### src/inc/cd_pkg.sv
// Shared types and constants for the instruction decode and execute core
package cd_pkg;
	typedef enum logic [6:0] {
		op_add, op_addc, op_sub, op_subc, op_addb, op_addcb, op_subb, op_subcb,
		op_cmp, op_cmpb, op_and, op_andb, op_or, op_orb, op_xor, op_xorb,
		op_mov, op_movb, op_mov_sx, op_mov_zx, op_cpl, op_cplb, op_neg, op_negb,
		op_mul, op_mulu, op_div, op_divu, op_div_long, op_div_longu,
		op_bclr, op_bset, op_bmov, op_bmovn, op_band, op_bor, op_bxor, op_bcmp,
		op_bfldh, op_bfldl, op_cmpd1, op_cmpd2, op_cmpi1, op_cmpi2, op_norm_cnt,
		op_shl, op_shr, op_rol, op_ror, op_asr, op_jmpr, op_jmps, op_jb, op_jnb,
		op_jmp_clr, op_jmp_set, op_callr, op_far_call, op_push_call, op_trap,
		op_push, op_pop, op_swap_ctx, op_ret, op_far_ret, op_ret_pop, op_reti,
		op_srst, op_idle, op_pwr_down, op_wdt_svc, op_wdt_off, op_init_end,
		op_atomic, op_ext_reg, op_ext_page, op_ext_page_reg, op_ext_seg,
		op_ext_seg_reg, op_nop
	} cd_op_t;

	typedef enum logic [2:0] {
		pfx_none, pfx_atomic, pfx_reg, pfx_page, pfx_page_reg, pfx_seg, pfx_seg_reg
	} cd_pfx_t;

	localparam logic [2:0]  LEN2        = 3'h2;
	localparam logic [2:0]  LEN4        = 3'h4;
	localparam int          OPB_LONG    = 7;
	localparam int          CFG_PD_POS  = 5;
	localparam logic [15:0] CFG_RST     = 16'h0000;

	typedef struct packed {
		logic v;
		logic c;
		logic n;
		logic z;
	} cd_flags_t;

	typedef struct packed {
		logic [7:0]  opb;
		logic [15:0] a;
		logic [15:0] b;
		logic [15:0] imm;
		logic [3:0]  bpos;
		logic [3:0]  bsrc;
	} cd_instr_t;

	typedef struct packed {
		logic        done;
		logic        wr;
		logic [15:0] data;
		logic        fl_wr;
		cd_flags_t   fl;
	} cd_res_t;

	typedef struct packed {
		logic        br;
		logic        far;
		logic        call;
		logic        ret;
		logic        reti;
		logic        push;
		logic        pop;
		logic        trap;
		logic        srst;
		logic        idle;
		logic        pd;
		logic        wdt_svc;
		logic        wdt_off;
		cd_pfx_t     pfx;
		logic [1:0]  pfx_cnt;
		logic [9:0]  pfx_val;
		logic [6:0]  trap_no;
		logic [7:0]  seg;
		logic [15:0] target;
		logic [15:0] push_data;
	} cd_ctl_t;

	// Length from opcode byte; bit 7 picks the long form only for op_add to op_mov_zx, compare-step and page/segment prefixes
	function automatic logic [2:0] cd_insn_len(input logic [7:0] opb);
		cd_op_t op;
		op = cd_op_t'(opb[6:0]);
		if (op inside {op_bmov, op_bmovn, op_band, op_bor, op_bxor, op_bcmp, op_bfldh,
				op_bfldl, op_jmpr, op_jmps, op_jb, op_jnb, op_jmp_clr, op_jmp_set,
				op_callr, op_far_call, op_push_call, op_swap_ctx, op_srst, op_idle,
				op_pwr_down, op_wdt_svc, op_wdt_off, op_init_end})
			return LEN4;
		if (op inside {[op_add:op_mov_zx], op_cmpd1, op_cmpd2, op_cmpi1, op_cmpi2,
				op_ext_page, op_ext_page_reg, op_ext_seg, op_ext_seg_reg})
			return opb[OPB_LONG] ? LEN4 : LEN2;
		return LEN2;
	endfunction
endpackage

### src/core/cd_alu.sv
`timescale 1ns/1ps
// Word and byte arithmetic, logic and shift unit
module cd_alu (
	input  wire cd_pkg::cd_op_t op,
	input  wire logic [15:0]    a,
	input  wire logic [15:0]    b,
	input  wire logic           cin,
	output logic [15:0]         y,
	output cd_pkg::cd_flags_t   fl,
	output logic                wr
);
	logic        byt;
	logic        sub;
	logic        ci;
	logic        lg;
	logic        lb;
	logic [15:0] xa;
	logic [15:0] xb;
	logic [15:0] bb;
	logic [16:0] s;
	logic [15:0] t;
	logic [31:0] w;
	logic [3:0]  n;

	function automatic logic [15:0] norm_cnt(input logic [15:0] v);
		logic [15:0] c;
		logic        hit;
		c = 16'h0000;
		hit = 1'b0;
		for (int i = 15; i >= 0; i--) begin
			if (v[i])
				hit = 1'b1;
			else if (!hit && v != 16'h0000)
				c = c + 16'h0001;
		end
		return c;
	endfunction

	always_comb begin
		byt = op inside {cd_pkg::op_addb, cd_pkg::op_addcb, cd_pkg::op_subb, cd_pkg::op_subcb,
			cd_pkg::op_cmpb, cd_pkg::op_negb};
		sub = op inside {cd_pkg::op_sub, cd_pkg::op_subc, cd_pkg::op_subb, cd_pkg::op_subcb,
			cd_pkg::op_cmp, cd_pkg::op_cmpb, cd_pkg::op_neg, cd_pkg::op_negb,
			[cd_pkg::op_cmpd1:cd_pkg::op_cmpi2]};
		// Carry in for with-carry forms only; subtract takes it as borrow
		ci = (op inside {cd_pkg::op_addc, cd_pkg::op_addcb, cd_pkg::op_subc, cd_pkg::op_subcb})
			? (sub ? ~cin : cin) : sub; // RQ1
		xa = (op inside {cd_pkg::op_neg, cd_pkg::op_negb}) ? 16'h0000 : a; // RQ5
		xb = (op inside {cd_pkg::op_neg, cd_pkg::op_negb}) ? a : b;
		// Byte operands sit high so carry and overflow come out of bit 15
		if (byt) begin
			xa = {xa[7:0], 8'h00};
			xb = {xb[7:0], 8'h00};
		end
		bb = sub ? ~xb : xb;
		s = {1'b0, xa} + {1'b0, bb} + (byt ? {8'h00, ci, 8'h00} : {16'h0000, ci}); // RQ1
		y = byt ? {a[15:8], s[15:8]} : s[15:0];
		fl.c = sub ? ~s[16] : s[16];
		fl.v = (xa[15] == bb[15]) && (s[15] != xa[15]);
		fl.n = s[15];
		fl.z = byt ? (s[15:8] == 8'h00) : (s[15:0] == 16'h0000);
		wr = 1'b1;
		n = b[3:0];
		lg = 1'b1;
		lb = op inside {cd_pkg::op_andb, cd_pkg::op_orb, cd_pkg::op_xorb, cd_pkg::op_movb,
			cd_pkg::op_cplb};
		w = 32'h0000_0000;
		t = 16'h0000;
		unique case (op)
			cd_pkg::op_cmp, cd_pkg::op_cmpb: begin
				wr = 1'b0;
				lg = 1'b0;
			end
			cd_pkg::op_cmpd1: begin y = a - 16'h0001; lg = 1'b0; end // RQ8
			cd_pkg::op_cmpd2: begin y = a - 16'h0002; lg = 1'b0; end // RQ8
			cd_pkg::op_cmpi1: begin y = a + 16'h0001; lg = 1'b0; end // RQ8
			cd_pkg::op_cmpi2: begin y = a + 16'h0002; lg = 1'b0; end // RQ8
			cd_pkg::op_and, cd_pkg::op_andb: t = a & b;
			cd_pkg::op_or, cd_pkg::op_orb: t = a | b;
			cd_pkg::op_xor, cd_pkg::op_xorb: t = a ^ b;
			cd_pkg::op_mov, cd_pkg::op_movb: t = b;
			cd_pkg::op_mov_sx: t = {{8{b[7]}}, b[7:0]}; // RQ11
			cd_pkg::op_mov_zx: t = {8'h00, b[7:0]}; // RQ11
			cd_pkg::op_cpl, cd_pkg::op_cplb: t = ~a; // RQ5
			cd_pkg::op_norm_cnt: t = norm_cnt(b); // RQ9
			cd_pkg::op_shl: t = a << n; // RQ10
			cd_pkg::op_shr: t = a >> n; // RQ10
			cd_pkg::op_rol: begin
				w = {a, a} << n; // RQ10
				t = w[31:16];
			end
			cd_pkg::op_ror: begin
				w = {a, a} >> n; // RQ10
				t = w[15:0];
			end
			cd_pkg::op_asr: t = $signed(a) >>> n; // RQ10
			default: lg = 1'b0;
		endcase
		if (lg) begin
			y = lb ? {a[15:8], t[7:0]} : t;
			fl.v = 1'b0;
			fl.c = 1'b0;
			fl.n = lb ? t[7] : t[15];
			fl.z = lb ? (t[7:0] == 8'h00) : (t == 16'h0000);
		end
	end
endmodule

### src/core/cd_div.sv
`timescale 1ns/1ps
// Iterative restoring divider, signed or unsigned, 2W by W bits
module cd_div #(
	parameter int W = 16
) (
	input  wire logic           clk,
	input  wire logic           rst_n,
	input  wire logic           start,
	input  wire logic           sgn,
	input  wire logic [2*W-1:0] dvd,
	input  wire logic [W-1:0]   dvs,
	output logic                done,
	output logic                err,
	output logic [W-1:0]        quo,
	output logic [W-1:0]        rem
);
	localparam int CW = $clog2(2 * W) + 1;

	if (W < 2) begin : g_w_chk
		$error("W must be at least 2");
	end

	logic           busy_r;
	logic [CW-1:0]  cnt_r;
	logic [W-1:0]   r_r;
	logic [2*W-1:0] q_r;
	logic [W-1:0]   d_r;
	logic           qneg_r;
	logic           rneg_r;
	logic [W:0]     sh;

	assign sh = {r_r, q_r[2*W-1]};

	// Magnitudes first, signs patched at the end; one quotient bit per clock
	always_ff @(posedge clk or negedge rst_n) begin
		if (!rst_n) begin
			busy_r <= 1'b0;
			cnt_r <= '0;
			r_r <= '0;
			q_r <= '0;
			d_r <= '0;
			qneg_r <= 1'b0;
			rneg_r <= 1'b0;
			done <= 1'b0;
			err <= 1'b0;
			quo <= '0;
			rem <= '0;
		end else begin
			done <= 1'b0;
			if (start && !busy_r) begin
				err <= 1'b0;
				if (dvs == '0) begin
					done <= 1'b1;
					err <= 1'b1;
				end else begin
					busy_r <= 1'b1;
					cnt_r <= CW'(2 * W);
					r_r <= '0;
					q_r <= (sgn && dvd[2*W-1]) ? -dvd : dvd;
					d_r <= (sgn && dvs[W-1]) ? -dvs : dvs;
					qneg_r <= sgn && (dvd[2*W-1] ^ dvs[W-1]);
					rneg_r <= sgn && dvd[2*W-1];
				end
			end else if (busy_r && cnt_r != '0) begin
				cnt_r <= cnt_r - CW'(1);
				if (sh >= {1'b0, d_r}) begin
					r_r <= W'(sh - {1'b0, d_r});
					q_r <= {q_r[2*W-2:0], 1'b1};
				end else begin
					r_r <= sh[W-1:0];
					q_r <= {q_r[2*W-2:0], 1'b0};
				end
			end else if (busy_r) begin
				busy_r <= 1'b0;
				done <= 1'b1;
				// Quotient that does not fit W bits is reported, not saturated
				err <= (q_r[2*W-1:W] != '0) || (sgn && q_r[W-1] && !(qneg_r && q_r[W-2:0] == '0));
				quo <= qneg_r ? -q_r[W-1:0] : q_r[W-1:0];
				rem <= rneg_r ? -r_r : r_r;
			end
		end
	end
endmodule

### src/core/cd_exec.sv
`timescale 1ns/1ps
// Instruction decode and execute core
// How it works
// RQ1: Add and subtract, word or byte, carry optional
// RQ2: Signed or unsigned 16x16 register multiply
// RQ3: Divide low muldiv half by register
// RQ4: Divide full 32-bit muldiv by register
// RQ5: Complement and negate word or byte register
// RQ6: Bit clear/set; bit move, logic, compare
// RQ7: Masked byte field update from immediate data
// RQ8: Compare, then step register by one or two
// RQ9: Store normalise shift count in second register
// RQ10: Shifts, rotates and sign-keeping right shift
// RQ11: Byte to word with sign or zero fill
// RQ12: Jump and clear set bit, jump and set clear bit
// RQ13: Push register then load it with operand
// RQ14: Call pushing register; return popping it
// RQ15: Far call to any segment, far return
// RQ16: Trap number selects the service routine
// RQ17: Power-down assumes interrupt pin held low
// RQ18: End of initialisation releases reset output pin
// RQ19: Atomic, register, page and segment prefixes
// RQ20: Power-down ignored unless pin low when configured; when configured the code gates on exint_idle instead of the pin
// RQ21: Configuration writes ignored after end of initialisation
// RQ22: Length two or four from first byte
module cd_exec (
	input  wire logic              clk,
	input  wire logic              rst_n,
	input  wire logic              req,
	input  wire cd_pkg::cd_instr_t instr,
	input  wire logic [15:0]       pc,
	input  wire logic              cond_met,
	input  wire logic              carry_in,
	output logic                   ready,
	output logic [2:0]             insn_len,
	input  wire logic              md_wr,
	input  wire logic [31:0]       md_wdata,
	output logic [31:0]            muldiv_full_reg,
	output logic [15:0]            muldiv_low_reg,
	input  wire logic              cfg_wr,
	input  wire logic [15:0]       cfg_wdata,
	output logic [15:0]            system_config_reg,
	input  wire logic              nmi_n,
	input  wire logic              exint_idle,
	output cd_pkg::cd_res_t        res,
	output cd_pkg::cd_ctl_t        ctl,
	output logic                   reset_out_pin_n
);
	typedef enum logic {st_idle, st_div} cd_st_t;

	cd_st_t            st_r;
	cd_pkg::cd_op_t    op;
	logic              take;
	logic [15:0]       alu_y;
	cd_pkg::cd_flags_t alu_fl;
	logic              alu_wr;
	logic              div_start;
	logic              div_sgn;
	logic [31:0]       div_dvd;
	logic              div_done;
	logic              div_err;
	logic [15:0]       div_quo;
	logic [15:0]       div_rem;
	logic [31:0]       prod;
	logic              dbit;
	logic              sbit;
	logic [15:0]       rel;
	logic [15:0]       bit_y;
	logic [7:0]        fld;
	logic [2:0]        nmi_s_r;
	logic              nmi_lvl_r;
	logic              init_done_r;
	logic [15:0]       sys_cfg_r;
	logic [31:0]       md_r;
	logic              pd_ok;

	function automatic logic [15:0] put_bit(input logic [15:0] w, input logic [3:0] p, input logic v);
		logic [15:0] m;
		m = 16'h0001 << p;
		return v ? (w | m) : (w & ~m);
	endfunction

	assign op = cd_pkg::cd_op_t'(instr.opb[6:0]);
	assign insn_len = cd_pkg::cd_insn_len(instr.opb); // RQ22
	// Divide by a non-zero register holds off the next instruction
	assign ready = (st_r == st_idle);
	assign take = req && ready;
	assign muldiv_full_reg = md_r;
	assign muldiv_low_reg = md_r[15:0];
	assign system_config_reg = sys_cfg_r;

	cd_alu u_alu (
		.op  (op),
		.a   (instr.a),
		.b   (instr.b),
		.cin (carry_in),
		.y   (alu_y),
		.fl  (alu_fl),
		.wr  (alu_wr)
	);

	assign div_start = take && (op inside {[cd_pkg::op_div:cd_pkg::op_div_longu]});
	assign div_sgn = op inside {cd_pkg::op_div, cd_pkg::op_div_long};
	assign div_dvd = (op inside {cd_pkg::op_div_long, cd_pkg::op_div_longu}) ? md_r // RQ4
		: (div_sgn ? {{16{md_r[15]}}, md_r[15:0]} : {16'h0000, md_r[15:0]}); // RQ3

	cd_div #(
		.W (16)
	) u_div (
		.clk   (clk),
		.rst_n (rst_n),
		.start (div_start),
		.sgn   (div_sgn),
		.dvd   (div_dvd),
		.dvs   (instr.b),
		.done  (div_done),
		.err   (div_err),
		.quo   (div_quo),
		.rem   (div_rem)
	);

	always_comb begin
		prod = (op == cd_pkg::op_mul) ? 32'($signed(instr.a) * $signed(instr.b)) // RQ2
			: 32'(instr.a * instr.b); // RQ2
		dbit = instr.a[instr.bpos];
		sbit = instr.b[instr.bsrc];
		rel = pc + {13'h0000, insn_len} + {{7{instr.imm[7]}}, instr.imm[7:0], 1'b0};
		fld = instr.opb[6:0] == 7'(cd_pkg::op_bfldh) ? instr.a[15:8] : instr.a[7:0];
		fld = (fld & ~instr.imm[7:0]) | (instr.imm[15:8] & instr.imm[7:0]); // RQ7
		bit_y = instr.a;
		unique case (op)
			cd_pkg::op_bclr: bit_y = put_bit(instr.a, instr.bpos, 1'b0); // RQ6
			cd_pkg::op_bset: bit_y = put_bit(instr.a, instr.bpos, 1'b1); // RQ6
			cd_pkg::op_bmov: bit_y = put_bit(instr.a, instr.bpos, sbit); // RQ6
			cd_pkg::op_bmovn: bit_y = put_bit(instr.a, instr.bpos, ~sbit); // RQ6
			cd_pkg::op_band: bit_y = put_bit(instr.a, instr.bpos, dbit & sbit); // RQ6
			cd_pkg::op_bor: bit_y = put_bit(instr.a, instr.bpos, dbit | sbit); // RQ6
			cd_pkg::op_bxor: bit_y = put_bit(instr.a, instr.bpos, dbit ^ sbit); // RQ6
			cd_pkg::op_bfldh: bit_y = {fld, instr.a[7:0]}; // RQ7
			cd_pkg::op_bfldl: bit_y = {instr.a[15:8], fld}; // RQ7
			cd_pkg::op_jmp_clr: bit_y = put_bit(instr.a, instr.bpos, 1'b0); // RQ12
			cd_pkg::op_jmp_set: bit_y = put_bit(instr.a, instr.bpos, 1'b1); // RQ12
			default: bit_y = instr.a;
		endcase
		// Power-down gate: pin low, or idle fast interrupts if configured
		pd_ok = sys_cfg_r[cd_pkg::CFG_PD_POS] ? exint_idle : !nmi_lvl_r; // RQ17 RQ20
	end

	// Three stages on the pin; the level moves only when the last two agree
	always_ff @(posedge clk or negedge rst_n) begin
		if (!rst_n) begin
			nmi_s_r <= 3'h7;
			nmi_lvl_r <= 1'b1;
		end else begin
			nmi_s_r <= {nmi_s_r[1:0], nmi_n};
			if (nmi_s_r[1] == nmi_s_r[2])
				nmi_lvl_r <= nmi_s_r[2];
		end
	end

	always_ff @(posedge clk or negedge rst_n) begin
		if (!rst_n)
			st_r <= st_idle;
		else if (div_start && instr.b != 16'h0000)
			st_r <= st_div;
		else if (div_done)
			st_r <= st_idle;
	end

	always_ff @(posedge clk or negedge rst_n) begin
		if (!rst_n)
			md_r <= 32'h0000_0000;
		else if (div_done && !div_err)
			md_r <= {div_rem, div_quo}; // RQ3 RQ4
		else if (take && (op inside {cd_pkg::op_mul, cd_pkg::op_mulu}))
			md_r <= prod; // RQ2
		else if (md_wr)
			md_r <= md_wdata;
	end

	always_ff @(posedge clk or negedge rst_n) begin
		if (!rst_n) begin
			init_done_r <= 1'b0;
			reset_out_pin_n <= 1'b0;
			sys_cfg_r <= cd_pkg::CFG_RST;
		end else begin
			if (take && op == cd_pkg::op_init_end) begin
				init_done_r <= 1'b1; // RQ18
				reset_out_pin_n <= 1'b1; // RQ18
			end
			if (cfg_wr && !init_done_r)
				sys_cfg_r <= cfg_wdata; // RQ21
		end
	end

	always_ff @(posedge clk or negedge rst_n) begin
		if (!rst_n) begin
			res <= '0;
		end else begin
			res.done <= 1'b0;
			res.wr <= 1'b0;
			res.fl_wr <= 1'b0;
			if (div_done) begin
				res.done <= 1'b1;
				res.fl_wr <= 1'b1;
				res.fl <= '{v: div_err, c: 1'b0, n: div_quo[15], z: div_quo == 16'h0000};
			end else if (take && !div_start) begin
				res.done <= 1'b1;
				if (op inside {[cd_pkg::op_add:cd_pkg::op_negb], [cd_pkg::op_cmpd1:cd_pkg::op_asr]}) begin
					res.wr <= alu_wr; // RQ1 RQ5 RQ8 RQ9 RQ10 RQ11
					res.data <= alu_y;
					res.fl_wr <= 1'b1;
					res.fl <= alu_fl;
				end else if (op inside {[cd_pkg::op_bclr:cd_pkg::op_bfldl]}) begin
					res.wr <= (op != cd_pkg::op_bcmp); // RQ6
					res.data <= bit_y;
					res.fl_wr <= 1'b1;
					res.fl <= '{v: dbit | sbit, c: dbit & sbit, n: dbit ^ sbit, z: ~dbit};
				end else if (op inside {cd_pkg::op_mul, cd_pkg::op_mulu}) begin
					res.fl_wr <= 1'b1;
					res.fl <= '{v: 1'b0, c: 1'b0, n: prod[31], z: prod == 32'h0000_0000};
				end else if ((op == cd_pkg::op_jmp_clr && dbit) || (op == cd_pkg::op_jmp_set && !dbit)) begin
					res.wr <= 1'b1; // RQ12
					res.data <= bit_y;
				end else if (op == cd_pkg::op_swap_ctx) begin
					res.wr <= 1'b1; // RQ13
					res.data <= instr.b;
				end
			end
		end
	end

	always_ff @(posedge clk or negedge rst_n) begin
		if (!rst_n) begin
			ctl <= '0;
		end else begin
			ctl <= '0;
			if (take) begin
				unique case (op)
					cd_pkg::op_jmpr: begin
						ctl.br <= cond_met;
						ctl.target <= rel;
					end
					cd_pkg::op_jmps: begin
						ctl.br <= 1'b1;
						ctl.far <= 1'b1;
						ctl.seg <= instr.b[7:0];
						ctl.target <= instr.imm;
					end
					cd_pkg::op_jb, cd_pkg::op_jnb, cd_pkg::op_jmp_clr, cd_pkg::op_jmp_set: begin
						ctl.br <= (op == cd_pkg::op_jb || op == cd_pkg::op_jmp_clr) ? dbit : !dbit; // RQ12
						ctl.target <= rel;
					end
					cd_pkg::op_callr: begin
						ctl.br <= cond_met;
						ctl.call <= cond_met;
						ctl.target <= rel;
					end
					cd_pkg::op_far_call: begin
						ctl.br <= 1'b1; // RQ15
						ctl.call <= 1'b1;
						ctl.far <= 1'b1;
						ctl.seg <= instr.b[7:0];
						ctl.target <= instr.imm;
					end
					cd_pkg::op_push_call: begin
						ctl.push <= 1'b1; // RQ14
						ctl.push_data <= instr.a;
						ctl.br <= 1'b1;
						ctl.call <= 1'b1;
						ctl.target <= instr.imm;
					end
					cd_pkg::op_trap: begin
						ctl.trap <= 1'b1; // RQ16
						ctl.trap_no <= instr.imm[6:0];
					end
					cd_pkg::op_push, cd_pkg::op_swap_ctx: begin
						ctl.push <= 1'b1; // RQ13
						ctl.push_data <= instr.a;
					end
					cd_pkg::op_pop: ctl.pop <= 1'b1;
					cd_pkg::op_ret: ctl.ret <= 1'b1;
					cd_pkg::op_far_ret: begin
						ctl.ret <= 1'b1; // RQ15
						ctl.far <= 1'b1;
					end
					cd_pkg::op_ret_pop: begin
						ctl.ret <= 1'b1; // RQ14
						ctl.pop <= 1'b1;
					end
					cd_pkg::op_reti: ctl.reti <= 1'b1;
					cd_pkg::op_srst: ctl.srst <= 1'b1;
					cd_pkg::op_idle: ctl.idle <= 1'b1;
					cd_pkg::op_pwr_down: ctl.pd <= pd_ok; // RQ17 RQ20
					cd_pkg::op_wdt_svc: ctl.wdt_svc <= 1'b1;
					cd_pkg::op_wdt_off: ctl.wdt_off <= !init_done_r;
					cd_pkg::op_atomic, cd_pkg::op_ext_reg, cd_pkg::op_ext_page,
					cd_pkg::op_ext_page_reg, cd_pkg::op_ext_seg, cd_pkg::op_ext_seg_reg: begin
						ctl.pfx <= cd_pkg::cd_pfx_t'(3'(op - cd_pkg::op_atomic + 7'h01)); // RQ19
						ctl.pfx_cnt <= instr.imm[1:0];
						ctl.pfx_val <= instr.b[9:0];
					end
					default: ;
				endcase
			end
		end
	end
endmodule

### config.mk
export PLATFORM = sky130hd
export DESIGN_NAME = cd_exec
export DESIGN_NICKNAME = d
export VERILOG_FILES = /design/src/inc/cd_pkg.sv /design/src/core/cd_alu.sv /design/src/core/cd_div.sv /design/src/core/cd_exec.sv
export SDC_FILE = /design/constraint.sdc
export NUM_CORES = 2
export LEC_CHECK = 0
export BUFFER_PORTS_ARGS = -buffer_cell sky130_fd_sc_hd__buf_2
export CELL_PAD_IN_SITES_DETAIL_PLACEMENT = 0
export CELL_PAD_IN_SITES_GLOBAL_PLACEMENT = 1
export CORE_MARGIN = 2
export CORE_UTILIZATION = 48
export DETAILED_ROUTE_END_ITERATION = 10
export PLACE_DENSITY_LB_ADDON = 0.1
export SETUP_SLACK_MARGIN = 0.02
export SLEW_MARGIN = 5
export SYNTH_ARGS = -nofsm -noshare
export SYNTH_HDL_FRONTEND = slang
export SYNTH_SLANG_ARGS = --single-unit
### constraint.sdc
create_clock -name clk -period 5.3 [get_ports clk]
set_input_delay 0.53 -clock clk [delete_from_list [all_inputs] [get_ports clk]]
set_output_delay 0.53 -clock clk [all_outputs]
set_load 0.01 [all_outputs]
Yosys cells after proc, flatten, opt, wreduce, memory -nomap -nowiden:

Cells that the tools add are included.

* input bits: 137
* output and inout port bits: 167
* word-level logic and storage cells: 506
* flip-flop bits (word level): 259

* magnitude comparators: 13
* muxes and demuxes: 180
* reduce and logical (&&, ||, !) cells: 121
* bitwise operators: 24
* $mul: 2
* equality and inequality tests: 84
* shifts and indexed selects: 6
* add/sub/neg operators: 31

Operators with widths (count)
* $mux W16: 66
* $mux W32: 10
* $add A16 B1 Y16 const B: 16
* $eq A7 B6 Y1 const B: 32
* $pmux W16 S13: 1
* $pmux W16 S9: 1
* $eq A7 B5 Y1 const B: 15
* $eq A7 B7 Y1 const B: 15
* $mux W75: 1
* $mux W1: 72
* $mux W17: 4
* $logic_not A16 Y1: 4
* $mul A16 B16 Y32: 2
* $pmux W16 S4: 1
* $eq A7 B4 Y1 const B: 8
* $neg A16 Y16: 3
* $not A16 Y16: 3
* $mux W22: 2
* $logic_and A1 B1 Y1: 40
* $and A16 B16 Y16: 2
* $logic_not A32 Y1: 1
* $neg A32 Y32: 1
* $or A16 B16 Y16: 2
* $pmux W16 S2: 1
* 73 further kinds: 158

Longest topological paths before layout:

* depth after elaboration: 70
* depth in mapped cells: 59
* depth with buffers taken out: 57

Modules after synthesis:

Synthesis repeated with hierarchy kept, for this count alone.

* cells, all modules: 4941
* area total of the unflattened synthesis: 40291.1 um^2

By module, submodules not included
* cd_exec: seq. area each 3808.7 um^2, cells an instance 2782, area each 24648.6 um^2, times used 1
* cd_alu: seq. area each 0.0 um^2, cells an instance 1336, area each 8659.6 um^2, times used 1
* cd_div: seq. area each 2677.6 um^2, cells an instance 823, area each 6982.9 um^2, times used 1

Worst setup path after synthesis:

No wires, ideal clock.

* path kind: in2reg
* start: in instr[25] in the netlist's numbering
* end: reg res[0] in the netlist's numbering
* path slack: -6835 ps
* library setup time: 77 ps
* data required time: 5223 ps
* path buffers: 2
* stages on the path: 59
* arrival time: 12058 ps
* path through: clkbuf_1 -> clkinv_1 -> clkbuf_1 -> ha_1 -> nor3b_2 -> nand4_2 -> o31ai_1 -> inv_1 -> ha_1 -> nor2_1 -> nor2_1 -> ha_1 -> a211oi_1 -> nor2_1 -> ha_1 -> nand3_1 -> nand2_1 -> ha_1 -> (+23 left out) -> mux2_2 -> ha_1 -> mux2_2 -> ha_1 -> mux2_2 -> ha_1 -> mux2i_1 -> nand2_1 -> o2111ai_1 -> nand3_1 -> nor4_1 -> o311ai_0 -> a31oi_1 -> nand3_1 -> a2111o_1 -> a2111oi_2 -> o211ai_1 -> a21oi_1

* cells in the longest elaborated chain, start to end: 70
* elaborated cells on any way between the ends: 112
* those cells by class: add/sub (17); mul (2); shift (5); mux (62); bitwise (4); reduce/logical (22)

RTL lines
* from (decl): line cd_exec.sv:30 `input wire cd_pkg::cd_instr_t instr,`
* $reduce_bool A16 Y1: line cd_alu.sv:33 `else if (!hit && v != 16'h0000)`
* $mux W1: line cd_alu.sv:33
* $mux W1: line cd_alu.sv:31 `if (v[i])`
* $mux W16: line cd_alu.sv:69 `unique case (op)`
* $add A16 B1 Y16: line cd_alu.sv:34 `c = c + 16'h0001;`
* $mux W16: line cd_alu.sv:33
* $mux W16: line cd_alu.sv:31
* $mux W16: line cd_alu.sv:69
* (+54 left out)
* $mux W16: line cd_alu.sv:31
* $pmux W16 S13: line cd_alu.sv:69
* $logic_not A16 Y1 / $logic_not A8 Y1 (equally long branches): line cd_alu.sv:104 `fl.z = lb ? (t[7:0] == 8'h00) : (t == 16'h0000);`
* $mux W1: line cd_alu.sv:104
* $mux W4: line cd_alu.sv:99 `if (lg) begin`
* $mux W22 (*): line cd_exec.sv:209 `if (op inside {[cd_pkg::op_add:cd_pkg::op_negb], [cd_pkg::op_cmpd1:cd_pkg::op_asr]}) begin`
* $mux W23 (*): line cd_exec.sv:207 `end else if (take && !div_start) begin`
* $mux W5 (*): line cd_exec.sv:203 `if (div_done) begin`
* to (decl): line cd_exec.sv:45 `output cd_pkg::cd_res_t res,`

Every way passes the cells marked *; elsewhere a longest branch is shown, timed or not. The select of a mux whose other input is x is not followed.
A chain may end at the register's enable or synchronous reset.

Final worst setup path:

Same ends and word-level chain as after synthesis.

==> impl_metrics.py <==
metrics = {
    "outcome": {
        "outcome": "complete, but fails checks",
        "violations": "design-rule violations, negative setup slack",
    },
    "synthesis": {
        "synth_most_common_cell": "inv_1",
        "synth_area_leaders": "fa_1, dfrtp_1, ha_1",
        "ys_warn_count": 0,
        "ys_types": 107,
        "synth_ff_type": "dfrtp_1",
        "synth_seq_cells": 259,
        "netlist.area_leader.share": 0.194,
        "netlist_instances": 4679,
        "synth_commonest_cells": "inv_1, nand2_1, nor2_1, fa_1, o21ai_0",
        "avgSynthCellArea_um2": 8.28,
        "seq_area_frac_synth": 0.167,
        "syn-cell-area_um2": 38700,
        "ys_async_sr_fraction": 1.00,
        "synth_top_area_cell": "fa_1",
        "syn-num-nets": 5496,
        "synth-edff-count": 0,
    },
    "timing": {
        "fin_ws_ns": -4.83,
        "clock_skew_ns": 0.0607,
        "setup-tns-final_ns": -60.69,
        "rsz0062_at_grt": "yes",
        "finalCriticalPeriod_ns": 10.13,
        "slew_headroom": 0.0497,
        "setup_viol": 30,
        "tightest_slew_ns": 1.41,
        "hold_viol": 0,
        "fin_crit_sh": 1.91,
        "drv_slew": 0,
        "fmax_mhz": 98.7,
    },
    "cts": {
        "clk_latency_ns": 0.62,
        "clock_sinks": 259,
        "cts_buffer_depth": 3,
        "cts.clk_slew.worst_paths_ns": 0.07,
        "cts_tree": "yes",
        "cts-root-buf": "clkbuf_16",
        "cts_buffers": 31,
        "ctsHtreeMaxLevel": 1,
    },
    "grt": {
        "grt.overflow.total": 0,
        "grt_max_degree": 131,
        "grt_pass1_vias": 38400,
        "grt_usage": 0.375,
        "grt_pass1_wl_um": 235000,
        "antenna_found_initial": 12,
    },
    "final_layout": {
        "layout.cells.non_filler": 6694,
        "multi_input_area_um2": 30200,
        "largest_reg_flops": 75,
        "fill_cells": 7181,
        "drive_gt1_frac": 0.280,
        "final_util": 0.622,
        "synthToLayoutAreaGrowth_pct": 28.9,
        "nets": 6426,
        "seqCellArea_um2": 6490,
    },
    "route": {
        "first_pass_iters": 11,
        "wire_per_inst_um": 23.7,
        "ant_nets": 0,
        "drt_first_iter_violations": 3880,
        "via_count": 39100,
        "drt-total-wl_um": 159000,
        "drc": 2,
        "avgViaCountPerCell": 5.84,
    },
    "die": {
        "initial_core_util": 0.483,
        "rows": 104,
        "die_x_um": 288,
        "ios": 304,
        "die_h_um": 288,
        "core_um2": 80300,
        "dieArea_um2": 83000,
    },
    "setup_path": {
        "critPathMaxStageDelay_ns": 0.40,
        "cp_slowest_cell": "a2111o_1",
        "r2r-start": "u_div.r_r[1]",
        "arrival_ns": 10.68,
        "cpMostUsedCell": "ha_4",
        "critPathKind": "input port to flip-flop",
        "start_kind": "input port",
        "end_kind": "flip-flop",
        "required_ns": 5.85,
        "cp_max_fo": 2,
        "cp-startpoint": "instr[25]",
    },
    "worst_hold_path": {
        "holdCritStartpoint": "nmi_n",
        "hold_path.class": "input port to flip-flop",
    },
    "pwr": {
        "p_total_mw": 39.3,
        "ir_worst_vdd_mv": 2.02,
        "leakage_nw": 24.4,
        "power.density_nw_per_um2": 787,
    },
    "place": {
        "post-dp-hpwl_um": 123000,
        "io_buffers": 302,
        "dp_slack_ns": -5.41,
        "gp_congestion": 1.02,
        "place_inst": 6531,
    },
    "run": {
        "cap_violations": 0,
    },
}
cell type report:
cell class / count / share of cell area
Clock inverter: 17 / 0.00378
Antenna cell: 3 / 0.000150
Tap cell: 1060 / 0.0266
Inverter: 556 / 0.0424
Multi-Input combinational cell: 3589 / 0.605
Sequential cell: 259 / 0.130
Clock buffer: 38 / 0.0171
Timing Repair Buffer: 1172 / 0.175
path summary, 6_finish.rpt:
| check | end | slack, ns | cells after the start |
|---|---|---|---|
| worst min register to register | nmi_s_r[1] | 0.35 | 0 |
| worst min-delay path | nmi_s_r[0] | 0.02 | 1 |
| max in group asynchronous | ctl[30] | 3.47 | 3 |
| min in group asynchronous | ctl[50] | 0.44 | 2 |
| worst max register to register | u_div.r_r[10] | 0.85 | 16 |
| worst max-delay path | res[0] | -4.83 | 58 |
per-layer routing:
layer | global-route usage | part of all wire
met4 | 0.147 | 0.046
met1 | 0.499 | 0.40
met2 | 0.600 | 0.46
met5 | 0 | 0.00036
met3 | 0.0781 | 0.092
cells by family (layout without fill, tap and decap cells):
| group | after synthesis | after routing | share of synthesized area |
|---|---|---|---|
| other cells | 1 | 4 | 0.0000968 |
| compound gates | 1084 | 1084 | 0.174 |
| simple gates | 1404 | 1404 | 0.165 |
| fa+ha+maj | 682 | 682 | 0.293 |
| xor+xnor | 229 | 229 | 0.0567 |
| flops | 259 | 259 | 0.167 |
| mux | 189 | 189 | 0.0611 |
| buf+inv | 831 | 1783 | 0.0827 |
critical path, delay by kind of cell:
family	cells	cell delay [ns]
adders and majority gates	15	3.75
muxes	10	2.02
AOI/OAI and AO/OA	14	2.61
buffers and inverters	5	0.34
and+or+nand+nor	14	1.43
what timing repair did:
item,in CTS,in global routing
hold endpoints to repair,50,0
pin swaps,74,64
setup buffers,81,28
setup endpoints to repair,33,33
gates cloned,8,0
gates resized for setup,249,90
hold buffers,1,0
power breakdown:
part	switching, mW	leakage (nW)	internal (mW)
Sequential	0.470	3.38	2.35
Clock	0.956	0.504	1.29
Combinational	16.8	20.5	17.4
Total	18.3	24.4	21.0
cell usage in the layout, fill, tap and decap left out, types with 24 or more instances in the layout:
cell type,synthesis,final
a211oi_1,27,24
a21o_1,44,44
a21oi_1,257,205
a21oi_2,2,49
a22oi_1,60,59
a31oi_1,46,45
and2_1,55,54
buf_12,0,25
buf_2,0,287
buf_4,17,818
buf_6,3,25
clkbuf_16,0,31
dfrtp_1,255,255
fa_1,375,367
ha_1,305,287
inv_1,537,523
mux2_2,47,42
mux2i_1,108,103
mux4_2,32,32
nand2_1,514,505
nand2b_1,25,25
nand3_1,70,66
nor2_1,436,416
nor2b_1,38,36
nor3_1,90,81
nor4_1,28,26
o211ai_1,30,30
o21ai_0,369,315
o21ai_1,5,39
o21bai_1,33,30
or3_1,29,29
xnor2_1,140,128
xor2_1,75,73
stage by stage:
step,instance area [µm²],hold slack [ns]
floorplan,39100,0.234
global placement,46700,0.345
detailed placement,46700,0.347
CTS,49400,0.0119
global route,50000,0.00999
finish,50000,0.0176
(Power assumes the default switching activity.)
